==> src/nvsc_pkg.sv <==
package nvsc_pkg;
  localparam int unsigned CLK_PERIOD_NS = 50;
  localparam int unsigned ADDR_W        = 15;
  localparam int unsigned DATA_W        = 8;
  // read/write cycle timing, fast grade
  localparam int unsigned T_CYCLE_NS    = 25;
  localparam int unsigned T_CYCLE_CYC   = (T_CYCLE_NS + CLK_PERIOD_NS - 1) / CLK_PERIOD_NS;
  localparam int unsigned T_PIN_PULSE_NS  = 15;
  localparam int unsigned T_PIN_PULSE_CYC = (T_PIN_PULSE_NS + CLK_PERIOD_NS - 1) / CLK_PERIOD_NS;
  // lockout waits, longest times
  localparam int unsigned T_STORE_MS    = 8;
  localparam int unsigned T_HRECALL_MS  = 20;
  localparam int unsigned T_RECALL_US   = 200;
  localparam int unsigned T_SS_US       = 100;
  localparam int unsigned STORE_CYC     = T_STORE_MS * 1000000 / CLK_PERIOD_NS;
  localparam int unsigned HRECALL_CYC   = T_HRECALL_MS * 1000000 / CLK_PERIOD_NS;
  localparam int unsigned RECALL_CYC    = T_RECALL_US * 1000 / CLK_PERIOD_NS;
  localparam int unsigned SS_CYC        = T_SS_US * 1000 / CLK_PERIOD_NS;
  localparam int unsigned WAIT_W        = 20;
  localparam int unsigned SEQ_LEN       = 6;

  typedef enum logic [1:0] {
    NVSC_CMD_READ   = 2'b00,
    NVSC_CMD_WRITE  = 2'b01,
    NVSC_CMD_SOFT   = 2'b10,
    NVSC_CMD_HWSAVE = 2'b11
  } nvsc_cmd_e;
endpackage

==> src/nvsc_timer_if.sv <==
`timescale 1ns/1ps
interface nvsc_timer_if #(parameter int unsigned W = 20);
  logic         load;
  logic [W-1:0] count;
  logic         done;
  modport ctrl (output load, output count, input done);
  modport tmr  (input load, input count, output done);
endinterface

==> src/nvsc_timer.sv <==
`timescale 1ns/1ps
module nvsc_timer #(
  parameter int unsigned W = 20
) (
  input  wire logic   i_clk_sys,
  input  wire logic   i_rst,
  nvsc_timer_if.tmr   t
);
  logic [W-1:0] cnt_reg;
  logic [W-1:0] cnt_next;

  always_comb begin
    cnt_next = cnt_reg;
    if (t.load) begin
      cnt_next = t.count;
    end else if (cnt_reg != '0) begin
      cnt_next = cnt_reg - W'(1);
    end
  end

  always_ff @(posedge i_clk_sys) begin
    if (i_rst) begin
      cnt_reg <= '0;
    end else begin
      cnt_reg <= cnt_next;
    end
  end

  assign t.done = (cnt_reg == '0) && !t.load;
endmodule

==> src/nvsc_host.sv <==
// Function
// - keep write strobe high during reads
// - hold store pin high in memory cycles
// - address changes only with select high
// - six ordered reads, write strobe high
// - each command read at least 25 ns
// - store pulse at least 15 ns
`timescale 1ns/1ps
module nvsc_host #(
  parameter int unsigned HRECALL_CYCLES = nvsc_pkg::HRECALL_CYC,
  parameter int unsigned STORE_CYCLES   = nvsc_pkg::STORE_CYC,
  parameter int unsigned RECALL_CYCLES  = nvsc_pkg::RECALL_CYC,
  parameter int unsigned SS_CYCLES      = nvsc_pkg::SS_CYC
) (
  input  wire logic                        i_clk_sys,
  input  wire logic                        i_rst,
  input  wire logic                        i_req_valid,
  output logic                             o_req_ready,
  input  wire nvsc_pkg::nvsc_cmd_e         i_req_cmd,
  input  wire logic [nvsc_pkg::ADDR_W-1:0] i_req_addr,
  input  wire logic [nvsc_pkg::DATA_W-1:0] i_req_wdata,
  input  wire logic                        i_req_recall,
  output logic                             o_rsp_valid,
  output logic [nvsc_pkg::DATA_W-1:0]      o_rsp_rdata,
  output logic                             o_busy,
  input  wire logic                        i_power_good,
  output logic [nvsc_pkg::ADDR_W-1:0]      o_addr,
  output logic                             o_chip_sel_n,
  output logic                             o_write_n,
  output logic                             o_out_en_n,
  input  wire logic [nvsc_pkg::DATA_W-1:0] i_dq,
  output logic [nvsc_pkg::DATA_W-1:0]      o_dq,
  output logic                             o_dq_oe,
  input  wire logic                        i_store_busy_pin_n,
  output logic                             o_store_busy_pin_n,
  output logic                             o_store_busy_pin_oe
);
  import nvsc_pkg::*;

  typedef enum logic [3:0] {
    NVSC_IDLE     = 4'b0000,
    NVSC_SETUP    = 4'b0001,
    NVSC_STROBE   = 4'b0010,
    NVSC_HOLD     = 4'b0011,
    NVSC_HW_PULSE = 4'b0100,
    NVSC_HW_WAIT  = 4'b0101,
    NVSC_LOCKOUT  = 4'b0110,
    NVSC_PWRUP    = 4'b0111
  } nvsc_state_e;

  nvsc_state_e             st_reg, st_next;
  logic [ADDR_W-1:0]       addr_reg, addr_next;
  logic [DATA_W-1:0]       wdata_reg, wdata_next;
  logic [DATA_W-1:0]       rdata_reg, rdata_next;
  logic                    is_write_reg, is_write_next;
  logic                    soft_reg, soft_next;
  logic                    recall_reg, recall_next;
  logic [2:0]              seq_reg, seq_next;
  logic [1:0]              ph_reg, ph_next;
  logic                    rsp_reg, rsp_next;
  logic                    cs_n_reg, cs_n_next;
  logic                    we_n_reg, we_n_next;
  logic                    oe_n_reg, oe_n_next;
  logic                    dq_oe_reg, dq_oe_next;
  logic                    pin_drv_reg, pin_drv_next;
  logic                    dirty_reg, dirty_next;
  logic                    pg_q_reg;

  nvsc_timer_if #(.W(WAIT_W)) tif ();

  nvsc_timer #(
    .W(WAIT_W)
  ) u_timer (
    .i_clk_sys (i_clk_sys),
    .i_rst     (i_rst),
    .t         (tif)
  );

  localparam logic [1:0]        PH_CYC  = 2'(T_CYCLE_CYC);
  localparam logic [1:0]        PH_PIN  = 2'(T_PIN_PULSE_CYC);
  localparam logic [2:0]        SEQ_LAST = 3'(SEQ_LEN - 1);

  always_comb begin
    st_next       = st_reg;
    addr_next     = addr_reg;
    wdata_next    = wdata_reg;
    rdata_next    = rdata_reg;
    is_write_next = is_write_reg;
    soft_next     = soft_reg;
    recall_next   = recall_reg;
    seq_next      = seq_reg;
    ph_next       = ph_reg;
    rsp_next      = 1'b0;
    cs_n_next     = cs_n_reg;
    we_n_next     = we_n_reg;
    oe_n_next     = oe_n_reg;
    dq_oe_next    = dq_oe_reg;
    pin_drv_next  = 1'b0;
    dirty_next    = dirty_reg;
    tif.load      = 1'b0;
    tif.count     = '0;
    case (st_reg)
      NVSC_PWRUP: begin
        // no cycles until the device has recalled its image
        // supply history unknown after reset, so the full recall wait is taken
        if (!i_power_good || !pg_q_reg) begin
          tif.load  = 1'b1;
          tif.count = WAIT_W'(HRECALL_CYCLES);
        end else if (tif.done) begin
          st_next = NVSC_IDLE;
        end
      end
      NVSC_IDLE: begin
        if (!pg_q_reg) begin
          st_next = NVSC_PWRUP;
        end else if (i_req_valid) begin
          addr_next     = i_req_addr;
          wdata_next    = i_req_wdata;
          is_write_next = (i_req_cmd == NVSC_CMD_WRITE);
          soft_next     = (i_req_cmd == NVSC_CMD_SOFT);
          recall_next   = i_req_recall;
          seq_next      = '0;
          ph_next       = PH_CYC;
          if (i_req_cmd == NVSC_CMD_HWSAVE) begin
            if (dirty_reg) begin
              st_next = NVSC_HW_PULSE;
              ph_next = PH_PIN;
            end else begin
              rsp_next = 1'b1;
            end
          end else begin
            // address settles while select stays high
            st_next = NVSC_SETUP;
          end
        end
      end
      NVSC_SETUP: begin
        cs_n_next  = 1'b0;
        // write strobe only with write data; never low before select falls
        we_n_next  = !is_write_reg;
        oe_n_next  = is_write_reg;
        dq_oe_next = is_write_reg;
        st_next    = NVSC_STROBE;
      end
      NVSC_STROBE: begin
        if (ph_reg > 2'd1) begin
          ph_next = ph_reg - 2'd1;
        end else begin
          if (!is_write_reg) begin
            rdata_next = i_dq;
          end
          cs_n_next = 1'b1;
          we_n_next = 1'b1;
          oe_n_next = 1'b1;
          st_next   = NVSC_HOLD;
        end
      end
      NVSC_HOLD: begin
        dq_oe_next = 1'b0;
        if (is_write_reg) begin
          dirty_next = 1'b1;
        end
        if (soft_reg && seq_reg != SEQ_LAST) begin
          // the caller presents the next command address each read
          seq_next = seq_reg + 3'd1;
          addr_next = i_req_addr;
          st_next  = NVSC_SETUP;
        end else if (soft_reg) begin
          tif.load  = 1'b1;
          tif.count = recall_reg ? WAIT_W'(SS_CYCLES + RECALL_CYCLES)
                                 : WAIT_W'(SS_CYCLES + STORE_CYCLES);
          dirty_next = 1'b0;
          st_next   = NVSC_LOCKOUT;
        end else begin
          rsp_next = 1'b1;
          st_next  = NVSC_IDLE;
        end
      end
      NVSC_HW_PULSE: begin
        // pin stays low for the whole count; the wait state releases it
        pin_drv_next = 1'b1;
        if (ph_reg > 2'd1) begin
          ph_next = ph_reg - 2'd1;
        end else begin
          st_next = NVSC_HW_WAIT;
        end
      end
      NVSC_HW_WAIT: begin
        // device holds store pin low while it saves
        if (i_store_busy_pin_n) begin
          rsp_next   = 1'b1;
          dirty_next = 1'b0;
          st_next    = NVSC_IDLE;
        end
      end
      NVSC_LOCKOUT: begin
        if (tif.done) begin
          rsp_next = 1'b1;
          st_next  = NVSC_IDLE;
        end
      end
      default: begin
        st_next = NVSC_PWRUP;
      end
    endcase
  end

  always_ff @(posedge i_clk_sys) begin
    if (i_rst) begin
      st_reg       <= NVSC_PWRUP;
      addr_reg     <= '0;
      wdata_reg    <= '0;
      rdata_reg    <= '0;
      is_write_reg <= 1'b0;
      soft_reg     <= 1'b0;
      recall_reg   <= 1'b0;
      seq_reg      <= '0;
      ph_reg       <= '0;
      rsp_reg      <= 1'b0;
      cs_n_reg     <= 1'b1;
      we_n_reg     <= 1'b1;
      oe_n_reg     <= 1'b1;
      dq_oe_reg    <= 1'b0;
      pin_drv_reg  <= 1'b0;
      dirty_reg    <= 1'b1;
      pg_q_reg     <= 1'b0;
    end else begin
      st_reg       <= st_next;
      addr_reg     <= addr_next;
      wdata_reg    <= wdata_next;
      rdata_reg    <= rdata_next;
      is_write_reg <= is_write_next;
      soft_reg     <= soft_next;
      recall_reg   <= recall_next;
      seq_reg      <= seq_next;
      ph_reg       <= ph_next;
      rsp_reg      <= rsp_next;
      cs_n_reg     <= cs_n_next;
      we_n_reg     <= we_n_next;
      oe_n_reg     <= oe_n_next;
      dq_oe_reg    <= dq_oe_next;
      pin_drv_reg  <= pin_drv_next;
      dirty_reg    <= dirty_next;
      pg_q_reg     <= i_power_good;
    end
  end

  // store pin released (high) in every memory cycle
  assign o_store_busy_pin_n  = 1'b0;
  assign o_store_busy_pin_oe = pin_drv_reg;
  assign o_addr              = addr_reg;
  assign o_chip_sel_n        = cs_n_reg;
  assign o_write_n           = we_n_reg;
  assign o_out_en_n          = oe_n_reg;
  assign o_dq                = wdata_reg;
  assign o_dq_oe             = dq_oe_reg;
  assign o_req_ready         = (st_reg == NVSC_IDLE) && pg_q_reg;
  assign o_rsp_valid         = rsp_reg;
  assign o_rsp_rdata         = rdata_reg;
  assign o_busy              = (st_reg != NVSC_IDLE);
endmodule

==> config.mk <==
export PLATFORM = sky130hd
export DESIGN_NAME = nvsc_host
export DESIGN_NICKNAME = d
export VERILOG_FILES = /design/src/nvsc_pkg.sv /design/src/nvsc_timer_if.sv /design/src/nvsc_timer.sv /design/src/nvsc_host.sv
export SDC_FILE = /design/constraint.sdc
export NUM_CORES = 1
export LEC_CHECK = 0
export ABC_AREA = 1
export BUFFER_PORTS_ARGS = -buffer_cell sky130_fd_sc_hd__buf_4
export CAP_MARGIN = 20
export CORE_MARGIN = 3
export CORE_UTILIZATION = 35
export CTS_BUF_LIST = sky130_fd_sc_hd__clkbuf_4 sky130_fd_sc_hd__clkbuf_8
export DETAILED_ROUTE_END_ITERATION = 8
export SYNTH_ARGS = -nofsm -noshare
export SYNTH_HDL_FRONTEND = slang
export SYNTH_HIERARCHICAL = 1
export SYNTH_SLANG_ARGS = --single-unit
==> constraint.sdc <==
create_clock -name i_clk_sys -period 3.85 [get_ports i_clk_sys]
set_input_delay 0 -clock i_clk_sys [delete_from_list [all_inputs] [get_ports i_clk_sys]]
set_output_delay 0 -clock i_clk_sys [all_outputs]
set_load 0.01 [all_outputs]
==> flow_summary.json <==
{
  "outcome": "finished clean",
  "tns_ns": 0,
  "internal_power_mw": 1.20,
  "synthAdderAreaFrac_pct": 1.76,
  "post-route-min-period_ns": 2.85,
  "power.share.clock_pct": 42.1,
  "synth_top_family_by_area": "simple AND/OR/NAND/NOR gates",
  "fin_nets": 688,
  "initial_core_util_pct": 36.2,
  "cap_violations": 0,
  "p_total_mw": 1.63,
  "power.switching_mw": 0.429,
  "yosys_warnings": 6,
  "io-pin-count": 79,
  "max_slew_margin_pct": 37.2,
  "final.setup_skew_ns": 0.0115,
  "period_share_pct": 74.1,
  "detail_route.drc_violations": 0,
  "final_area_sq_mm": 0.00480,
  "vias": 3732,
  "num_rows": 36,
  "synth_simple_gate_area_share_pct": 37.9,
  "cp-start-kind": "register",
  "place.gp.congestion": 0.859,
  "synthFlopType": "dfxtp_1",
  "grt_pass1_vias": 3577,
  "stdcell_count": 782,
  "cts_max_level": 3,
  "drt_wl_total_microns": 10100,
  "place_area_sq_mm": 0.00423,
  "yosys_register_bits": 70,
  "syn_to_final_growth_pct": 35.2,
  "netSwitchingFraction_pct": 26.4,
  "fmax_mhz": 350,
  "grt_pass1_wl_microns": 16900,
  "drive_gt1_share_pct": 18.8,
  "wl_per_cell_microns": 12.9,
  "tritoncts": "done",
  "ctsHoldBuffers": 35,
  "p_per_area_mw_per_mm2": 339,
  "synthDistinctLibCells": 33,
  "synthCells": 531,
  "drtAntennaViolNets": 0,
  "postCtsSetupBuffers": 0,
  "diodes": 0,
  "dp.cells": 731,
  "layout_setup_ws_ns": 0.996,
  "grt_usage_pct": 18.2,
  "synthMuxAreaShare_pct": 0,
  "p_seq_share_pct": 46.2,
  "cts_resized": 0,
  "overflow": 0,
  "clock_path_buffers": 2,
  "root_buffer": "clkbuf_8",
  "drv_slew": 0,
  "rsz0062_at_grt": "false",
  "clock-sinks": 70,
  "synth-compound-area-share_pct": 11.8,
  "core_area_sq_mm": 0.00982,
  "hold_viol": 0,
  "worstPathRequired_ns": 4.10,
  "nFillCells": 983,
  "setup_viol": 0,
  "cts_buffers": 9,
  "hold_path_class": "primary input to register",
  "dieArea_sq_mm": 0.0114,
  "crit_fanout": 15,
  "grt_start_max_net_pins": 38,
  "combPwrFrac_pct": 11.8,
  "hold_slack_ns": 0.0274,
  "drtIter0Drc": 140,
  "clock_latency_ns": 0.35,
  "crit_type": "register to register",
  "largest_reg_flops": 20,
  "ir_worst_vdd_mv": 0.191,
  "synth-edff-count": 0,
  "syn_area_sq_mm": 0.00355,
  "antenna_found_initial": 0,
  "tightest_slew_ns": 0.936,
  "clkTransAtPathRegs_ns": 0.08,
  "portBuffers": 77,
  "pre_cts_ws_ns": 1.06,
  "final_common_cell": "nor2_1",
  "yosysSeqAreaShare_pct": 39.5,
  "first_pass_iters": 5,
  "synth-async-reset-ratio_pct": 0,
  "yosys.area_share.xor_xnor_pct": 0.493,
  "fin_util_pct": 48.9,
  "die_w_microns": 107,
  "final_cell_mix": "nor2_1, nand2_1, buf_4",
  "die_h_microns": 107,
  "p_leak_nw": 2.26,
  "cp_data_arrival_time_ns": 3.11,
  "synth.avg_cell_area_sq_um": 6.69,
  "dp_hpwl_microns": 6900,
  "viasPerCell": 4.77,
  "crit_path_end_kind": "register"
}
## path summary, 6_finish.rpt
kind	startpoint	endpoint	slack, ns	depth (start not counted)
worst max-delay path	st_reg[2]	st_reg[0]	1.0	13
worst min-delay path	i_rst	u_timer/cnt_reg[19]	0.03	2
worst max register to register	st_reg[2]	st_reg[0]	1.0	13
worst min register to register	o_dq[3]	o_dq[3]	0.47	2
## cell type report
class                      instances  area, sq um  area share (%)
clock inverter                     7          103            2.14
inverter                          51          194            4.04
tap                              133          166            3.47
sequential                        70         1400            29.2
timing repair buffer             113          936            19.5
multi-input combinational        399         1880            39.1
clock buffer                       9          124            2.58
## cell usage after synthesis (3+ instances only)
cell | count | area [sq um]
a21oi_1 | 21 | 105
ha_1 | 5 | 62.6
nor2_1 | 108 | 405
clkbuf_1 | 8 | 30.0
or2_2 | 5 | 31.3
nor2_2 | 8 | 50.1
nand2_2 | 5 | 31.3
nor3_1 | 4 | 20.0
buf_6 | 3 | 33.8
o21ai_0 | 51 | 255
nand3_1 | 46 | 230
nand4_1 | 9 | 56.3
inv_1 | 47 | 176
buf_2 | 4 | 20.0
dfxtp_1 | 70 | 1400
nor2_4 | 4 | 45.0
nand2_1 | 107 | 402
nand3b_1 | 6 | 45.0
## cells by family (layout without fill, tap and decap cells)
kind of cell | after synthesis | in the layout
other | 1 | 8
flip-flops | 70 | 70
AND/OR/NAND/NOR | 304 | 304
AO/OA/AOI/OAI | 80 | 80
XOR/XNOR | 2 | 2
adder cells (fa/ha/maj) | 5 | 5
buffers and inverters | 69 | 180
## routing by layer
| metal | routed length [microns] | track usage (%) | vias to the layer above |
|---|---|---|---|
| met4 | 141 | 6.39 | 0 |
| met1 | 4700 | 22.8 | 1683 |
| met2 | 4650 | 30.4 | 112 |
| met5 | 0 | 0 | - |
| met3 | 559 | 4.70 | 14 |
| li1 | - | - | 1923 |
## power groups by stage
| stage | logic, mW | registers (mW) | clock network (mW) |
|---|---|---|---|
| global route | 0.213 | 0.752 | 0.738 |
| CTS | 0.189 | 0.750 | 0.704 |
| detailed placement | 0.160 | 0.767 | 0 |
| global placement | 0.159 | 0.767 | 0 |
| floorplan | 0.103 | 0.764 | 0 |
| finish | 0.191 | 0.750 | 0.684 |
## worst max-delay path, cell delays in order, from the launching register on
cell,delay [ns]
dfxtp_1,0.68
nor2_2,0.11
nand2_1,0.22
nand2_1,0.33
inv_1,0.16
nand2_1,0.08
nor3_1,0.24
nand2_1,0.10
nor2_2,0.19
nand3b_1,0.16
nand2_1,0.07
nor2_1,0.20
nand3_1,0.12
nand3_1,0.10
Power figures use the tool's default switching activity.
